## src/rtl/charge_ctrl_map.vh

```
// register map, field positions and timing constants of the charge controller
`ifndef CHARGE_CTRL_MAP_VH
`define CHARGE_CTRL_MAP_VH
`define OFS_STATUS      4'h0
`define OFS_CONFIG      4'h4
`define OFS_IND_ON      4'h8
`define OFS_IND_PER     4'hC
`define CFG_USB_500     1
`define CFG_DISABLE     2
`define CFG_RED_LO      3
`define CFG_TIMER_EN    5
`define CFG_RESET       6
`define CFG_FAULT_CLR   7
`define CFG_RESET_VAL   8'h00
`define ST_TAPER_BIT    3
`define ST_TERM_BIT     4
`define ST_FAULT_BIT    5
`define IND_MODE_CHG    2'h0
`define IND_MODE_ON     2'h1
`define IND_MODE_OFF    2'h2
`define IND_MODE_BLINK  2'h3
`define USB_DELAY_US    32'd100
`define PRECHG_TIMEOUT_MS 48'd1800000
`define FAST_TIMEOUT_MS   48'd18000000
`define TAPER_TIMEOUT_MS  48'd1800000
`define CLK_MHZ         32'd125
`define BLINK_TICK_CYC  32'd1250000
`endif

```

## src/rtl/indicator_blink.v

```verilog
// blink generator for the power-good indicator
`timescale 1ns/10ps
`default_nettype none
`include "charge_ctrl_map.vh"
module indicator_blink #(
  parameter TICK_CYC = `BLINK_TICK_CYC
) (
  input  wire       aclk,      // clock
  input  wire       aresetn,   // sync reset, low active
  input  wire [7:0] on_time,   // on ticks per period
  input  wire [7:0] period,    // ticks per period
  output reg        blink_on   // blink phase, high while lit
);
  reg [31:0] tick_reg;
  reg [7:0]  pos_reg;
  always @(posedge aclk) begin
    if (!aresetn) begin
      tick_reg <= 32'h0;
      pos_reg  <= 8'h00;
      blink_on <= 1'b0;
    end else begin
      if (tick_reg >= TICK_CYC - 1) begin
        tick_reg <= 32'h0;
        if (pos_reg + 8'h01 >= period)
          pos_reg <= 8'h00;
        else
          pos_reg <= pos_reg + 8'h01;
      end else begin
        tick_reg <= tick_reg + 32'h1;
      end
      blink_on <= (pos_reg < on_time);
    end
  end
endmodule
`default_nettype wire

```

## src/rtl/charge_ctrl.v

```verilog
// charge sequencing, safety timers, power-good and AXI4-Lite registers
//
// Behaviour
// adapter input charges by default, usb when adapter absent, adapter wins
// usb current limit 100 mA after reset, host may raise to 500 mA
// charger fully off by host disable bit or usb port control
// usb charging starts only after a delay once usb turns valid
// adapter overvoltage comparator inhibits charging
// temperature out of window suspends at once, fet off, timers frozen
// temperature back in window resumes charging, timers continue
// low battery at start gives precharge at one tenth current
// precharge timer expiry turns charger off, sets fault, detection current
// fault cleared by reset, battery replacement or host
// two-bit field cuts adapter current in 25% steps, not usb
// fast timer expiry before taper gives fault and detection current
// fast-charge timer resets when forced out of voltage regulation
// fast and taper timers off after reset, run with config bit 5
// taper timer starts at taper current, ends charge, restarts above
// after termination, recharge when battery below recharge threshold
// fast and taper timers pause during thermal suspend
// current below termination threshold ends charging
// new battery restart clears taper and termination status bits
// power good when an input exceeds battery by 100 mV, not overvoltage
// power good high impedance while charger held in reset by bit 6
// power good from charger by default, indicator registers override
// exactly one charge phase active, shown in status bits
//
// Chosen here: the register offsets and register access over AXI4-Lite.
`timescale 1ns/10ps
`default_nettype none
`include "charge_ctrl_map.vh"
module charge_ctrl #(
  parameter USB_DELAY_CYC = `USB_DELAY_US * `CLK_MHZ,
  parameter PRECHG_CYC    = `PRECHG_TIMEOUT_MS * 48'd1000 * `CLK_MHZ,
  parameter FAST_CYC      = `FAST_TIMEOUT_MS * 48'd1000 * `CLK_MHZ,
  parameter TAPER_CYC     = `TAPER_TIMEOUT_MS * 48'd1000 * `CLK_MHZ,
  parameter BLINK_CYC     = `BLINK_TICK_CYC
) (
  input  wire        aclk,          // clock
  input  wire        aresetn,       // sync reset, low active
  input  wire [3:0]  s_axi_awaddr,  // write address
  input  wire        s_axi_awvalid, // write address valid
  output reg         s_axi_awready, // write address ready
  input  wire [31:0] s_axi_wdata,   // write data
  input  wire [3:0]  s_axi_wstrb,   // write strobes
  input  wire        s_axi_wvalid,  // write data valid
  output reg         s_axi_wready,  // write data ready
  output reg  [1:0]  s_axi_bresp,   // write response
  output reg         s_axi_bvalid,  // write response valid
  input  wire        s_axi_bready,  // write response ready
  input  wire [3:0]  s_axi_araddr,  // read address
  input  wire        s_axi_arvalid, // read address valid
  output reg         s_axi_arready, // read address ready
  output reg  [31:0] s_axi_rdata,   // read data
  output reg  [1:0]  s_axi_rresp,   // read response
  output reg         s_axi_rvalid,  // read data valid
  input  wire        s_axi_rready,  // read data ready
  input  wire        adapter_input_voltage, // adapter above battery+100mV
  input  wire        usb_valid,     // usb above battery+100mV
  input  wire        adapter_ovp,   // adapter above overvoltage threshold
  input  wire        usb_port_disable, // usb port control, charger off
  input  wire        cold_temp_threshold, // temp sense below cold limit
  input  wire        hot_temp_threshold,  // temp sense above hot limit
  input  wire        low_voltage_threshold, // battery below low limit
  input  wire        recharge_threshold,    // battery below recharge level
  input  wire        batt_at_reg_voltage,   // battery at regulation voltage
  input  wire        taper_detect,  // charge current below taper level
  input  wire        term_detect,   // charge current below termination
  input  wire        batt_replaced, // battery replacement seen
  input  wire        sleep_mode,    // device in sleep
  output reg         fet_on,        // power fet on
  output reg         src_adapter,   // adapter path selected
  output reg         src_usb,       // usb path selected
  output reg  [2:0]  current_sel,   // 0 off/detect,1 pre,2 usb100,3 usb500,
                                    // 4 adapter, cut given on adapter_red, 5-7 unused
  output reg  [1:0]  adapter_red,   // adapter reduction in 25% steps
  output reg         detect_current, // detection current only
  output reg         power_good_out,    // power-good pull low level
  output reg         power_good_out_oe  // power-good driver enable
);
  localparam ST_IDLE = 3'h0;
  localparam ST_PRE  = 3'h1;
  localparam ST_FAST = 3'h2;
  localparam ST_VREG = 3'h3;
  localparam ST_DONE = 3'h4;
  localparam ST_SUSP = 3'h5;
  localparam ST_FLT  = 3'h6;

  reg [2:0]  state_reg, state_next, susp_ret_reg;
  reg [7:0]  charge_config_reg;
  reg [7:0]  indicator_on_time_reg;
  reg [7:0]  indicator_period_reg;
  reg [1:0]  ind_mode_reg;
  reg        fault_reg, taper_flag_reg, term_flag_reg;
  reg [31:0] usb_cnt_reg;
  reg [47:0] pre_cnt_reg, fast_cnt_reg, taper_cnt_reg; // half-hour to five-hour spans
  reg [3:0]  awaddr_reg;
  reg [31:0] wdata_reg;
  reg        aw_have_reg, w_have_reg;
  wire       blink_on;

  wire cfg_reset  = charge_config_reg[`CFG_RESET];
  wire timers_en  = charge_config_reg[`CFG_TIMER_EN];
  wire adapter_ok = adapter_input_voltage & ~adapter_ovp;
  wire usb_ready  = usb_valid & (usb_cnt_reg >= USB_DELAY_CYC);
  wire src_any    = adapter_ok | usb_ready;
  wire disabled   = charge_config_reg[`CFG_DISABLE] | usb_port_disable
                    | cfg_reset;
  wire temp_bad   = cold_temp_threshold | hot_temp_threshold;
  wire host_fclr  = aw_have_reg & w_have_reg & ~s_axi_bvalid
                    & (awaddr_reg == `OFS_CONFIG)
                    & wdata_reg[`CFG_FAULT_CLR];
  wire active     = (state_reg == ST_PRE) | (state_reg == ST_FAST)
                    | (state_reg == ST_VREG);
  wire [7:0] status = {2'b00, fault_reg, term_flag_reg, taper_flag_reg,
                       state_reg};

  // usb qualification delay
  always @(posedge aclk) begin
    if (!aresetn)
      usb_cnt_reg <= 32'h0;
    else if (!usb_valid)
      usb_cnt_reg <= 32'h0;
    else if (usb_cnt_reg < USB_DELAY_CYC)
      usb_cnt_reg <= usb_cnt_reg + 32'h1;
  end

  // phase sequencing
  always @* begin
    state_next = state_reg;
    case (state_reg)
      ST_IDLE: begin
        if (src_any && !disabled && !temp_bad)
          state_next = low_voltage_threshold ? ST_PRE : ST_FAST;
      end
      ST_PRE: begin
        if (!low_voltage_threshold)
          state_next = ST_FAST;
        else if (timers_en && pre_cnt_reg >= PRECHG_CYC - 1)
          state_next = ST_FLT;
      end
      ST_FAST: begin
        if (term_detect)
          state_next = ST_DONE;
        else if (batt_at_reg_voltage)
          state_next = ST_VREG;
        else if (timers_en && fast_cnt_reg >= FAST_CYC - 1)
          state_next = ST_FLT;
      end
      ST_VREG: begin
        if (term_detect)
          state_next = ST_DONE;
        else if (timers_en && taper_detect &&
                 taper_cnt_reg >= TAPER_CYC - 1)
          state_next = ST_DONE;
        else if (!batt_at_reg_voltage)
          state_next = ST_FAST;
        else if (timers_en && fast_cnt_reg >= FAST_CYC - 1 && !taper_detect)
          state_next = ST_FLT;
      end
      ST_DONE: begin
        if (recharge_threshold)
          state_next = ST_IDLE;
      end
      ST_SUSP: begin
        if (!temp_bad)
          state_next = susp_ret_reg;
      end
      ST_FLT: begin
        if (batt_replaced || host_fclr)
          state_next = ST_IDLE;
      end
      default: state_next = ST_IDLE;
    endcase
    if (active && temp_bad)
      state_next = ST_SUSP;
    if ((disabled || !src_any) && state_reg != ST_FLT)
      state_next = ST_IDLE;
  end

  always @(posedge aclk) begin
    if (!aresetn) begin
      state_reg      <= ST_IDLE;
      susp_ret_reg   <= ST_FAST;
      fault_reg      <= 1'b0;
      taper_flag_reg <= 1'b0;
      term_flag_reg  <= 1'b0;
      pre_cnt_reg    <= 48'h0;
      fast_cnt_reg   <= 48'h0;
      taper_cnt_reg  <= 48'h0;
    end else begin
      state_reg <= state_next;
      if (active && state_next == ST_SUSP)
        susp_ret_reg <= state_reg;
      if (state_next == ST_FLT && state_reg != ST_FLT)
        fault_reg <= 1'b1;
      else if (batt_replaced || host_fclr)
        fault_reg <= 1'b0;
      if (state_reg == ST_VREG && state_next == ST_DONE)
        taper_flag_reg <= ~term_detect;
      if ((state_reg == ST_FAST || state_reg == ST_VREG) && term_detect)
        term_flag_reg <= 1'b1;
      else if (state_reg == ST_DONE && state_next == ST_IDLE) begin
        taper_flag_reg <= 1'b0;
        term_flag_reg  <= 1'b0;
      end
      // timers hold while suspended
      if (state_reg == ST_PRE && timers_en)
        pre_cnt_reg <= pre_cnt_reg + 48'h1;
      else if (state_reg != ST_SUSP)
        pre_cnt_reg <= 48'h0;
      if (state_reg == ST_VREG && state_next == ST_FAST)
        fast_cnt_reg <= 48'h0;
      else if ((state_reg == ST_FAST || state_reg == ST_VREG) && timers_en)
        fast_cnt_reg <= fast_cnt_reg + 48'h1;
      else if (state_reg != ST_SUSP)
        fast_cnt_reg <= 48'h0;
      if (state_reg == ST_VREG && taper_detect && timers_en)
        taper_cnt_reg <= taper_cnt_reg + 48'h1;
      else if (state_reg != ST_SUSP)
        taper_cnt_reg <= 48'h0;
    end
  end

  // power path outputs
  always @(posedge aclk) begin
    if (!aresetn) begin
      fet_on         <= 1'b0;
      src_adapter    <= 1'b0;
      src_usb        <= 1'b0;
      current_sel    <= 3'h0;
      adapter_red    <= 2'h0;
      detect_current <= 1'b0;
    end else begin
      fet_on      <= (state_next == ST_PRE) | (state_next == ST_FAST)
                     | (state_next == ST_VREG);
      src_adapter <= adapter_ok;
      src_usb     <= ~adapter_ok & usb_ready;
      adapter_red <= adapter_ok ?
                     charge_config_reg[`CFG_RED_LO+1:`CFG_RED_LO] :
                     2'h0;
      detect_current <= (state_next == ST_FLT);
      if (state_next == ST_PRE)
        current_sel <= 3'h1;
      else if (state_next != ST_FAST && state_next != ST_VREG)
        current_sel <= 3'h0;
      else if (adapter_ok)
        current_sel <= 3'h4;
      else
        current_sel <= charge_config_reg[`CFG_USB_500] ? 3'h3 : 3'h2;
    end
  end

  // power-good indicator
  always @(posedge aclk) begin
    if (!aresetn) begin
      power_good_out    <= 1'b0;
      power_good_out_oe <= 1'b0;
    end else begin
      power_good_out <= 1'b0;
      if (cfg_reset || sleep_mode)
        power_good_out_oe <= 1'b0;
      else
        case (ind_mode_reg)
          `IND_MODE_ON:    power_good_out_oe <= 1'b1;
          `IND_MODE_OFF:   power_good_out_oe <= 1'b0;
          `IND_MODE_BLINK: power_good_out_oe <= blink_on;
          default: power_good_out_oe <= adapter_ok | usb_valid;
        endcase
    end
  end

  indicator_blink #(
    .TICK_CYC (BLINK_CYC)
  ) u_blink (
    .aclk     (aclk),
    .aresetn  (aresetn),
    .on_time  (indicator_on_time_reg),
    .period   (indicator_period_reg),
    .blink_on (blink_on)
  );

  // axi4-lite write path
  always @(posedge aclk) begin
    if (!aresetn) begin
      aw_have_reg   <= 1'b0;
      w_have_reg    <= 1'b0;
      awaddr_reg    <= 4'h0;
      wdata_reg     <= 32'h0;
      s_axi_awready <= 1'b0;
      s_axi_wready  <= 1'b0;
      s_axi_bvalid  <= 1'b0;
      s_axi_bresp   <= 2'h0;
      charge_config_reg     <= `CFG_RESET_VAL;
      indicator_on_time_reg <= 8'h00;
      indicator_period_reg  <= 8'h00;
      ind_mode_reg          <= `IND_MODE_CHG;
    end else begin
      s_axi_awready <= ~aw_have_reg & ~s_axi_awready & s_axi_awvalid;
      s_axi_wready  <= ~w_have_reg & ~s_axi_wready & s_axi_wvalid;
      if (s_axi_awvalid && s_axi_awready) begin
        aw_have_reg <= 1'b1;
        awaddr_reg  <= s_axi_awaddr;
      end
      if (s_axi_wvalid && s_axi_wready) begin
        w_have_reg <= 1'b1;
        wdata_reg  <= s_axi_wdata;
      end
      if (aw_have_reg && w_have_reg && !s_axi_bvalid) begin
        s_axi_bvalid <= 1'b1;
        s_axi_bresp  <= 2'h0;
        case (awaddr_reg)
          `OFS_CONFIG:
            charge_config_reg <= {1'b0, wdata_reg[6:0]};
          `OFS_IND_ON: indicator_on_time_reg <= wdata_reg[7:0];
          `OFS_IND_PER: begin
            indicator_period_reg <= wdata_reg[7:0];
            ind_mode_reg         <= wdata_reg[9:8];
          end
          `OFS_STATUS: ;
          default: s_axi_bresp <= 2'h2;
        endcase
      end
      if (s_axi_bvalid && s_axi_bready) begin
        s_axi_bvalid <= 1'b0;
        aw_have_reg  <= 1'b0;
        w_have_reg   <= 1'b0;
      end
    end
  end

  // axi4-lite read path
  always @(posedge aclk) begin
    if (!aresetn) begin
      s_axi_arready <= 1'b0;
      s_axi_rvalid  <= 1'b0;
      s_axi_rdata   <= 32'h0;
      s_axi_rresp   <= 2'h0;
    end else begin
      s_axi_arready <= ~s_axi_arready & ~s_axi_rvalid & s_axi_arvalid;
      if (s_axi_arvalid && s_axi_arready) begin
        s_axi_rvalid <= 1'b1;
        s_axi_rresp  <= 2'h0;
        case (s_axi_araddr)
          `OFS_STATUS:  s_axi_rdata <= {24'h0, status};
          `OFS_CONFIG:  s_axi_rdata <= {24'h0, charge_config_reg};
          `OFS_IND_ON:  s_axi_rdata <= {24'h0, indicator_on_time_reg};
          `OFS_IND_PER:
            s_axi_rdata <= {22'h0, ind_mode_reg, indicator_period_reg};
          default: begin
            s_axi_rdata <= 32'h0;
            s_axi_rresp <= 2'h2;
          end
        endcase
      end else if (s_axi_rvalid && s_axi_rready) begin
        s_axi_rvalid <= 1'b0;
      end
    end
  end
endmodule
`default_nettype wire

```

## config.mk

```make
export PLATFORM = sky130hd
export DESIGN_NAME = charge_ctrl
export DESIGN_NICKNAME = d
export VERILOG_FILES = /design/src/rtl/indicator_blink.v /design/src/rtl/charge_ctrl.v
export VERILOG_INCLUDE_DIRS = /design/src /design/src/rtl
export SDC_FILE = /design/constraint.sdc
export NUM_CORES = 1
export LEC_CHECK = 0
export ABC_AREA = 1
export BUFFER_PORTS_ARGS = -buffer_cell sky130_fd_sc_hd__buf_2
export CORE_AREA = 2 2 195 197
export CTS_CLUSTER_DIAMETER = 120
export DETAILED_ROUTE_END_ITERATION = 7
export DIE_AREA = 0 0 197 199
export PLACE_DENSITY = 0.56
export SYNTH_ARGS = -nofsm -noshare
export SYNTH_HDL_FRONTEND = slang
export SYNTH_SLANG_ARGS = --single-unit
```

## constraint.sdc

```tcl
create_clock -name aclk -period 3.48 [get_ports aclk]
set_clock_uncertainty 0.05 [all_clocks]
set_input_delay 1.044 -clock aclk [delete_from_list [all_inputs] [get_ports aclk]]
set_output_delay 1.044 -clock aclk [all_outputs]
set_load 0.05 [all_outputs]
```

Yosys cells after proc, flatten, opt, wreduce, memory -nomap -nowiden:

Cells that the tools add are included.

* register bits after elaboration: 318
* input bits: 64

* add/subtract/negate cells: 6
* multiplexer cells: 39
* reductions and logical operators: 59
* equality and inequality tests: 25
* magnitude comparators: 8
* bitwise operators: 33

Operator list (number)
* $mux 48: 4
* $add 48x1->48 const B: 3
* $ge 48x38->1 const B: 2
* $add 32x1->32 const B: 2
* $ge 48x42->1 const B: 1
* $mux 3: 16
* $pmux 10 s4: 1
* $ge 32x14->1 const B: 1
* $ge 32x21->1 const B: 1
* $lt 32x14->1 const B: 1
* $logic_and 1x1->1: 27
* $pmux 3 s7: 1
* $eq 3x3->1 const B: 6
* $eq 4x4->1 const B: 4
* $and 1x1->1: 13
* $eq 3x2->1 const B: 4
* $mux 1: 12
* $reduce_bool 2->1: 6
* $reduce_or 4->1: 3
* $not 1->1: 11
* $reduce_and 2->1: 5
* $or 1x1->1: 9
* $add 8x1->8 const B: 1
* $eq 4x3->1 const B: 2
* other kinds (16): 34

Logic depth before layout (Yosys ltp):

* depth in word-level cells: 15
* depth in mapped cells: 20

Hierarchy:

From an unflattened synthesis, not the netlist that was laid out.

* cell total of the unflattened synthesis: 2369
* area total of the unflattened synthesis: 15641.3 sq um

By module, submodules not included
* charge_ctrl: area an instance 13459.2 sq um, cells each 2070, times used 1
* indicator_blink: area an instance 2182.1 sq um, cells each 299, times used 1

Worst setup path before layout:

Ideal clock, no wire load.

* path kind: input-to-reg
* start: input hot_temp_threshold
* end: register fast_cnt_reg[25]
* buffers on the path: 1
* path slack: 0.895 ns
* stages on the path: 12
* arrival time: 2.419 ns
* data required time: 3.314 ns
* cells stage by stage: nor2_1 -> inv_1 -> o21ai_0 -> nand2_1 -> nand3b_1 -> a21oi_2 -> nand3_2 -> nor2_2 -> nand3_2 -> nand3_4 -> buf_8 -> nor2_2

* word-level cells in the longest chain between the ends: 10
* elaborated cells between the ends (all ways): 12
* those cells by class: 1 x eq/ne; 5 x mux; 1 x bitwise; 5 x reduce/logical

RTL lines
* from (decl): line charge_ctrl.v:63 `input wire hot_temp_threshold,`
* $or 1x1->1 *: line charge_ctrl.v:109 `wire temp_bad = cold_temp_threshold | hot_temp_threshold;`
* $logic_not 1->1
* $logic_and 1x1->1: line charge_ctrl.v:133 `if (src_any && !disabled && !temp_bad)`
* $mux 3: line charge_ctrl.v:133
* $pmux 3 s7: line charge_ctrl.v:131 `case (state_reg)`
* $mux 3 *: line charge_ctrl.v:175 `if (active && temp_bad)`
* $mux 3 *: line charge_ctrl.v:177 `if ((disabled || !src_any) && state_reg != ST_FLT)`
* $eq 3x2->1 *: line charge_ctrl.v:212 `if (state_reg == ST_VREG && state_next == ST_FAST)`
* $logic_and 1x1->1 *: line charge_ctrl.v:212
* $reduce_or 2->1 (no line) *
* to (signal assigned): line charge_ctrl.v:215 `fast_cnt_reg <= fast_cnt_reg + 48'h1;`
* to (decl): line charge_ctrl.v:96 `reg [47:0] pre_cnt_reg, fast_cnt_reg, taper_cnt_reg;`

Every way passes the cells marked *; elsewhere a longest branch is shown, timed or not.
A chain may end at the register's enable or synchronous reset.

Final worst setup path:

* start: register taper_cnt_reg[0]
* end: register taper_cnt_reg[44]

* word-level cells in the longest chain between the ends: 2

RTL lines
* from (decl): line charge_ctrl.v:96
* from (signal assigned): line charge_ctrl.v:219 `taper_cnt_reg <= taper_cnt_reg + 48'h1;`
* $add 48x1->48: line charge_ctrl.v:219
* $mux 48: line charge_ctrl.v:218 `if (state_reg == ST_VREG && taper_detect && timers_en)`

Every way passes these cells.

==> PnR_summary.wiki <==
{| class="wikitable"
! Metric !! Value
|-
| Net total in the final layout || 2,272
|-
| CTS resizes || 0
|-
| Via count of the first global-routing pass || 12,400
|-
| Instance count of the mapped netlist || 2,103
|-
| Wire length after detailed routing || 36,100 um
|-
| Final setup violation count || 0
|-
| Run status || finished clean
|-
| Clock insertion delay at the later pin of the skew report || 0.55 ns
|-
| Count of unique library cells instantiated by Yosys || 61
|-
| Peak VDD IR || 386 uV
|-
| Critical setup path kind || reg -> reg
|-
| Number of max-slew violations in the final report || 0
|-
| Initial Util || 0.397
|-
| Sequential element share of the synthesized area || 0.399
|-
| TritonCTS clock tree || built
|-
| Total setup buffers inserted after CTS || 0
|-
| Initial DRC count || 847
|-
| Synthesis warning total || 0
|-
| Reg2Reg Setup Slack || 0.66 ns
|-
| Drt via density || 4.96
|-
| Ratio of cells with drive above 1 in the final layout || 0.0963
|-
| # clock sinks || 294
|-
| Placement row count || 71
|-
| Worst endpoint data arrival time || 3.17 ns
|-
| Std-Cell Core Area || 37,100 um^2
|-
| Count of H-tree levels built during CTS || 2
|-
| Achievable frequency || 0.354 GHz
|-
| Top cells by area, synth || sky130_fd_sc_hd__dfxtp_1, sky130_fd_sc_hd__nand2_1, sky130_fd_sc_hd__inv_1, sky130_fd_sc_hd__nor2_1, sky130_fd_sc_hd__a21oi_1
|-
| Lkg Pwr || 6.06 nW
|-
| Placed Cells incl. Taps || 2,622
|-
| Synthesized area per cell || 7.01 um^2
|-
| Worst-Margin Slew || 1.02 ns
|-
| Crit. End Element || flip-flop
|-
| Power per standard cell area || 436 nW/um^2
|-
| Number of endpoints with negative hold slack in the final report || 0
|-
| Post-CTS clock slew at the launch and capture registers of the worst setup and hold paths || 0.06 ns
|-
| Count of filler cells inserted in the layout || 3,863
|-
| Number of storage elements in the synthesis netlist || 294
|-
| Top cell type by total area after synthesis || sky130_fd_sc_hd__dfxtp_1
|-
| GRT Resource Usage Total || 0.185
|-
| Crit-path most repeated cell || sky130_fd_sc_hd__nand2_1
|-
| Hold bufs inserted after CTS || 0
|-
| Final Util || 0.450
|-
| Placer congestion estimate || 0.862
|-
| Residual DRC || 0
|-
| Remaining max-slew budget at the tightest pin || 0.315
|-
| Buffers added on ports || 64
|-
| Data required time at the worst endpoint || 3.83 ns
|-
| Post-DP HPWL || 26,500 um
|-
| Number of enable-type register cells in the synthesized netlist || 0
|-
| Clock buffer count from CTS || 36
|-
| Fraction of registers with async set or reset after synthesis || 0
|-
| Maximum clock insertion buffer count || 3
|-
| Fraction of synthesized cell area taken by the top area cell type || 0.399
|-
| Number of cells in the finished layout apart from fillers || 2,686
|-
| Post-Synthesis Cell Area || 14,700 um^2
|-
| Die outline height || 199 um
|-
| Detailed-routing iteration count for the pre-antenna-repair pass || 5
|-
| Maximum number of pins on one net before global-route repair || 51
|-
| Worst hold slack after final layout || 0.374 ns
|-
| Crit-path slowest cell || sky130_fd_sc_hd__nor4_1
|-
| Worst min-delay path category || reg -> reg
|-
| RSZ-0062 raised after global routing || no
|-
| Final setup TNS || 0 ns
|-
| Area overhead of the layout relative to synthesis || 13.2%
|-
| Most common cell in the synthesized netlist || sky130_fd_sc_hd__nand2_1
|-
| Total I/O pin count || 116
|-
| List of most frequent post-synthesis cells || sky130_fd_sc_hd__nand2_1, sky130_fd_sc_hd__dfxtp_1, sky130_fd_sc_hd__inv_1
|-
| Global-route wire length before repair || 59,800 um
|-
| Wire length per cell || 13.4 um
|-
| Count of buffering cells on the critical path with inverters included || 1
|-
| Largest stage delay, worst path || 0.38 ns
|-
| Die W || 197 um
|-
| CP max FO || 4
|-
| Cell-by-cell trace of the critical path || ha_1 -> nand2_1 -> inv_1 -> nand2_1 -> nor3_4 -> nand3_2 -> nor2_2 -> nand3_2 -> nor4_1 -> nand2_1 -> nor2_1 -> nand2_1 -> nor4_1 -> nor3_1
|-
| Family with the most delay on the worst path || simple AND/OR/NAND/NOR gates
|-
| Cell chosen for the clock root || sky130_fd_sc_hd__clkbuf_16
|-
| Max Cap Violations || 0
|-
| Area enclosed by the die boundary || 39,200 um^2
|-
| Total overflow reported by the global router || 0
|-
| Final critical path time including I/O delays and setup || 2.82 ns
|-
| Number of vias in the routed layout || 13,300
|-
| Kind of start point of the critical path || flip-flop
|-
| Leading register cell type out of synthesis || sky130_fd_sc_hd__dfxtp_1
|-
| Antenna violations before repair || 3
|-
| Routed Antenna Nets || 0
|-
| Final Cycle Share || 0.811
|}
routing by layer:
metal  vias up  wire length [um]  global-route usage
met3        49              1520              0.0344
met2       205             16700               0.314
met1      6082             17100               0.237
li1       6987                 -                   -
met4         2               747              0.0579
met5         -                16                   0
cell type report:
type,instances,area (um^2),area share
diodes,1,2.50,0.000150
clock buffers,55,1060,0.0636
clock inverters,8,95.1,0.00570
inverters,300,1130,0.0674
multi-input cells,1471,7460,0.447
flip-flops and latches,294,5890,0.353
well taps,474,593,0.0355
repair buffers,83,475,0.0285
worst register-to-register path, stage by stage (launching register included):
cell                      delay (ns)
sky130_fd_sc_hd__dfxtp_1        0.37
sky130_fd_sc_hd__ha_1           0.19
sky130_fd_sc_hd__nand2_1        0.06
sky130_fd_sc_hd__inv_1          0.07
sky130_fd_sc_hd__nand2_1        0.09
sky130_fd_sc_hd__nor3_4         0.20
sky130_fd_sc_hd__nand3_2        0.14
sky130_fd_sc_hd__nor2_2         0.17
sky130_fd_sc_hd__nand3_2        0.15
sky130_fd_sc_hd__nor4_1         0.38
sky130_fd_sc_hd__nand2_1        0.19
sky130_fd_sc_hd__nor2_1         0.22
sky130_fd_sc_hd__nand2_1        0.13
sky130_fd_sc_hd__nor4_1         0.21
sky130_fd_sc_hd__nor3_1         0.07
metrics by stage:
step           setup slack (ns)  area [um^2]  power (mW)
3_5_place_dp              0.395        15500        3.70
5_1_grt                   0.332        16700        7.56
6_report                  0.659        16700        7.28
3_3_place_gp              0.432        15500        3.69
4_1_cts                   0.673        16700        7.40
2_1_floorplan             0.895        14900        3.66
where the power goes:
group	leakage [nW]	switching [mW]	internal, mW	total, mW
sequential	2.37	0.0127	3.39	3.40
combinational	3.12	0.171	0.0456	0.217
clock	0.571	1.47	2.19	3.66
total	6.06	1.66	5.63	7.28
layout by cell type, fill, tap and decap left out, types with 9 or more instances in the layout:
cell type / instances
sky130_fd_sc_hd__nand2_1: 386
sky130_fd_sc_hd__dfxtp_1: 294
sky130_fd_sc_hd__inv_1: 293
sky130_fd_sc_hd__nor2_1: 286
sky130_fd_sc_hd__a21oi_1: 152
sky130_fd_sc_hd__o21ai_0: 127
sky130_fd_sc_hd__nand3_1: 94
sky130_fd_sc_hd__nor3_1: 89
sky130_fd_sc_hd__buf_2: 64
sky130_fd_sc_hd__nand4_1: 38
sky130_fd_sc_hd__xor2_1: 38
sky130_fd_sc_hd__conb_1: 36
sky130_fd_sc_hd__clkbuf_16: 36
sky130_fd_sc_hd__nor4_1: 28
sky130_fd_sc_hd__ha_1: 22
sky130_fd_sc_hd__nor2_2: 20
sky130_fd_sc_hd__buf_4: 18
sky130_fd_sc_hd__a211oi_1: 13
sky130_fd_sc_hd__o21a_1: 12
sky130_fd_sc_hd__xnor2_1: 11
sky130_fd_sc_hd__clkbuf_1: 10
sky130_fd_sc_hd__nor3b_1: 9
sky130_fd_sc_hd__nand3_2: 9
sky130_fd_sc_hd__clkbuf_8: 9
kinds of logic after synthesis:
logic type / after synthesis / share of synthesized area
AOI/OAI and AO/OA: 357 / 0.135
xor gates and xnor gates: 49 / 0.0291
adders and majority gates: 22 / 0.0187
buffers and inverters: 373 / 0.105
DFF: 294 / 0.399
other: 1 / 0.000254
and+or+nand+nor: 1007 / 0.313
path summary, 6_finish.rpt:
| kind | startpoint | depth (start not counted) | to |
|---|---|---|---|
| worst max-delay path | taper_cnt_reg[0]$_SDFFE_PN0P_ | 14 | taper_cnt_reg[44]$_SDFFE_PN0P_ |
| worst min-delay path | w_have_reg$_SDFFE_PP0P_ | 1 | s_axi_wready$_SDFF_PN0_ |
| worst max register to register | taper_cnt_reg[0]$_SDFFE_PN0P_ | 14 | taper_cnt_reg[44]$_SDFFE_PN0P_ |
| worst min register to register | w_have_reg$_SDFFE_PP0P_ | 1 | s_axi_wready$_SDFF_PN0_ |
No activity file was read; power rests on OpenSTA's default activity.
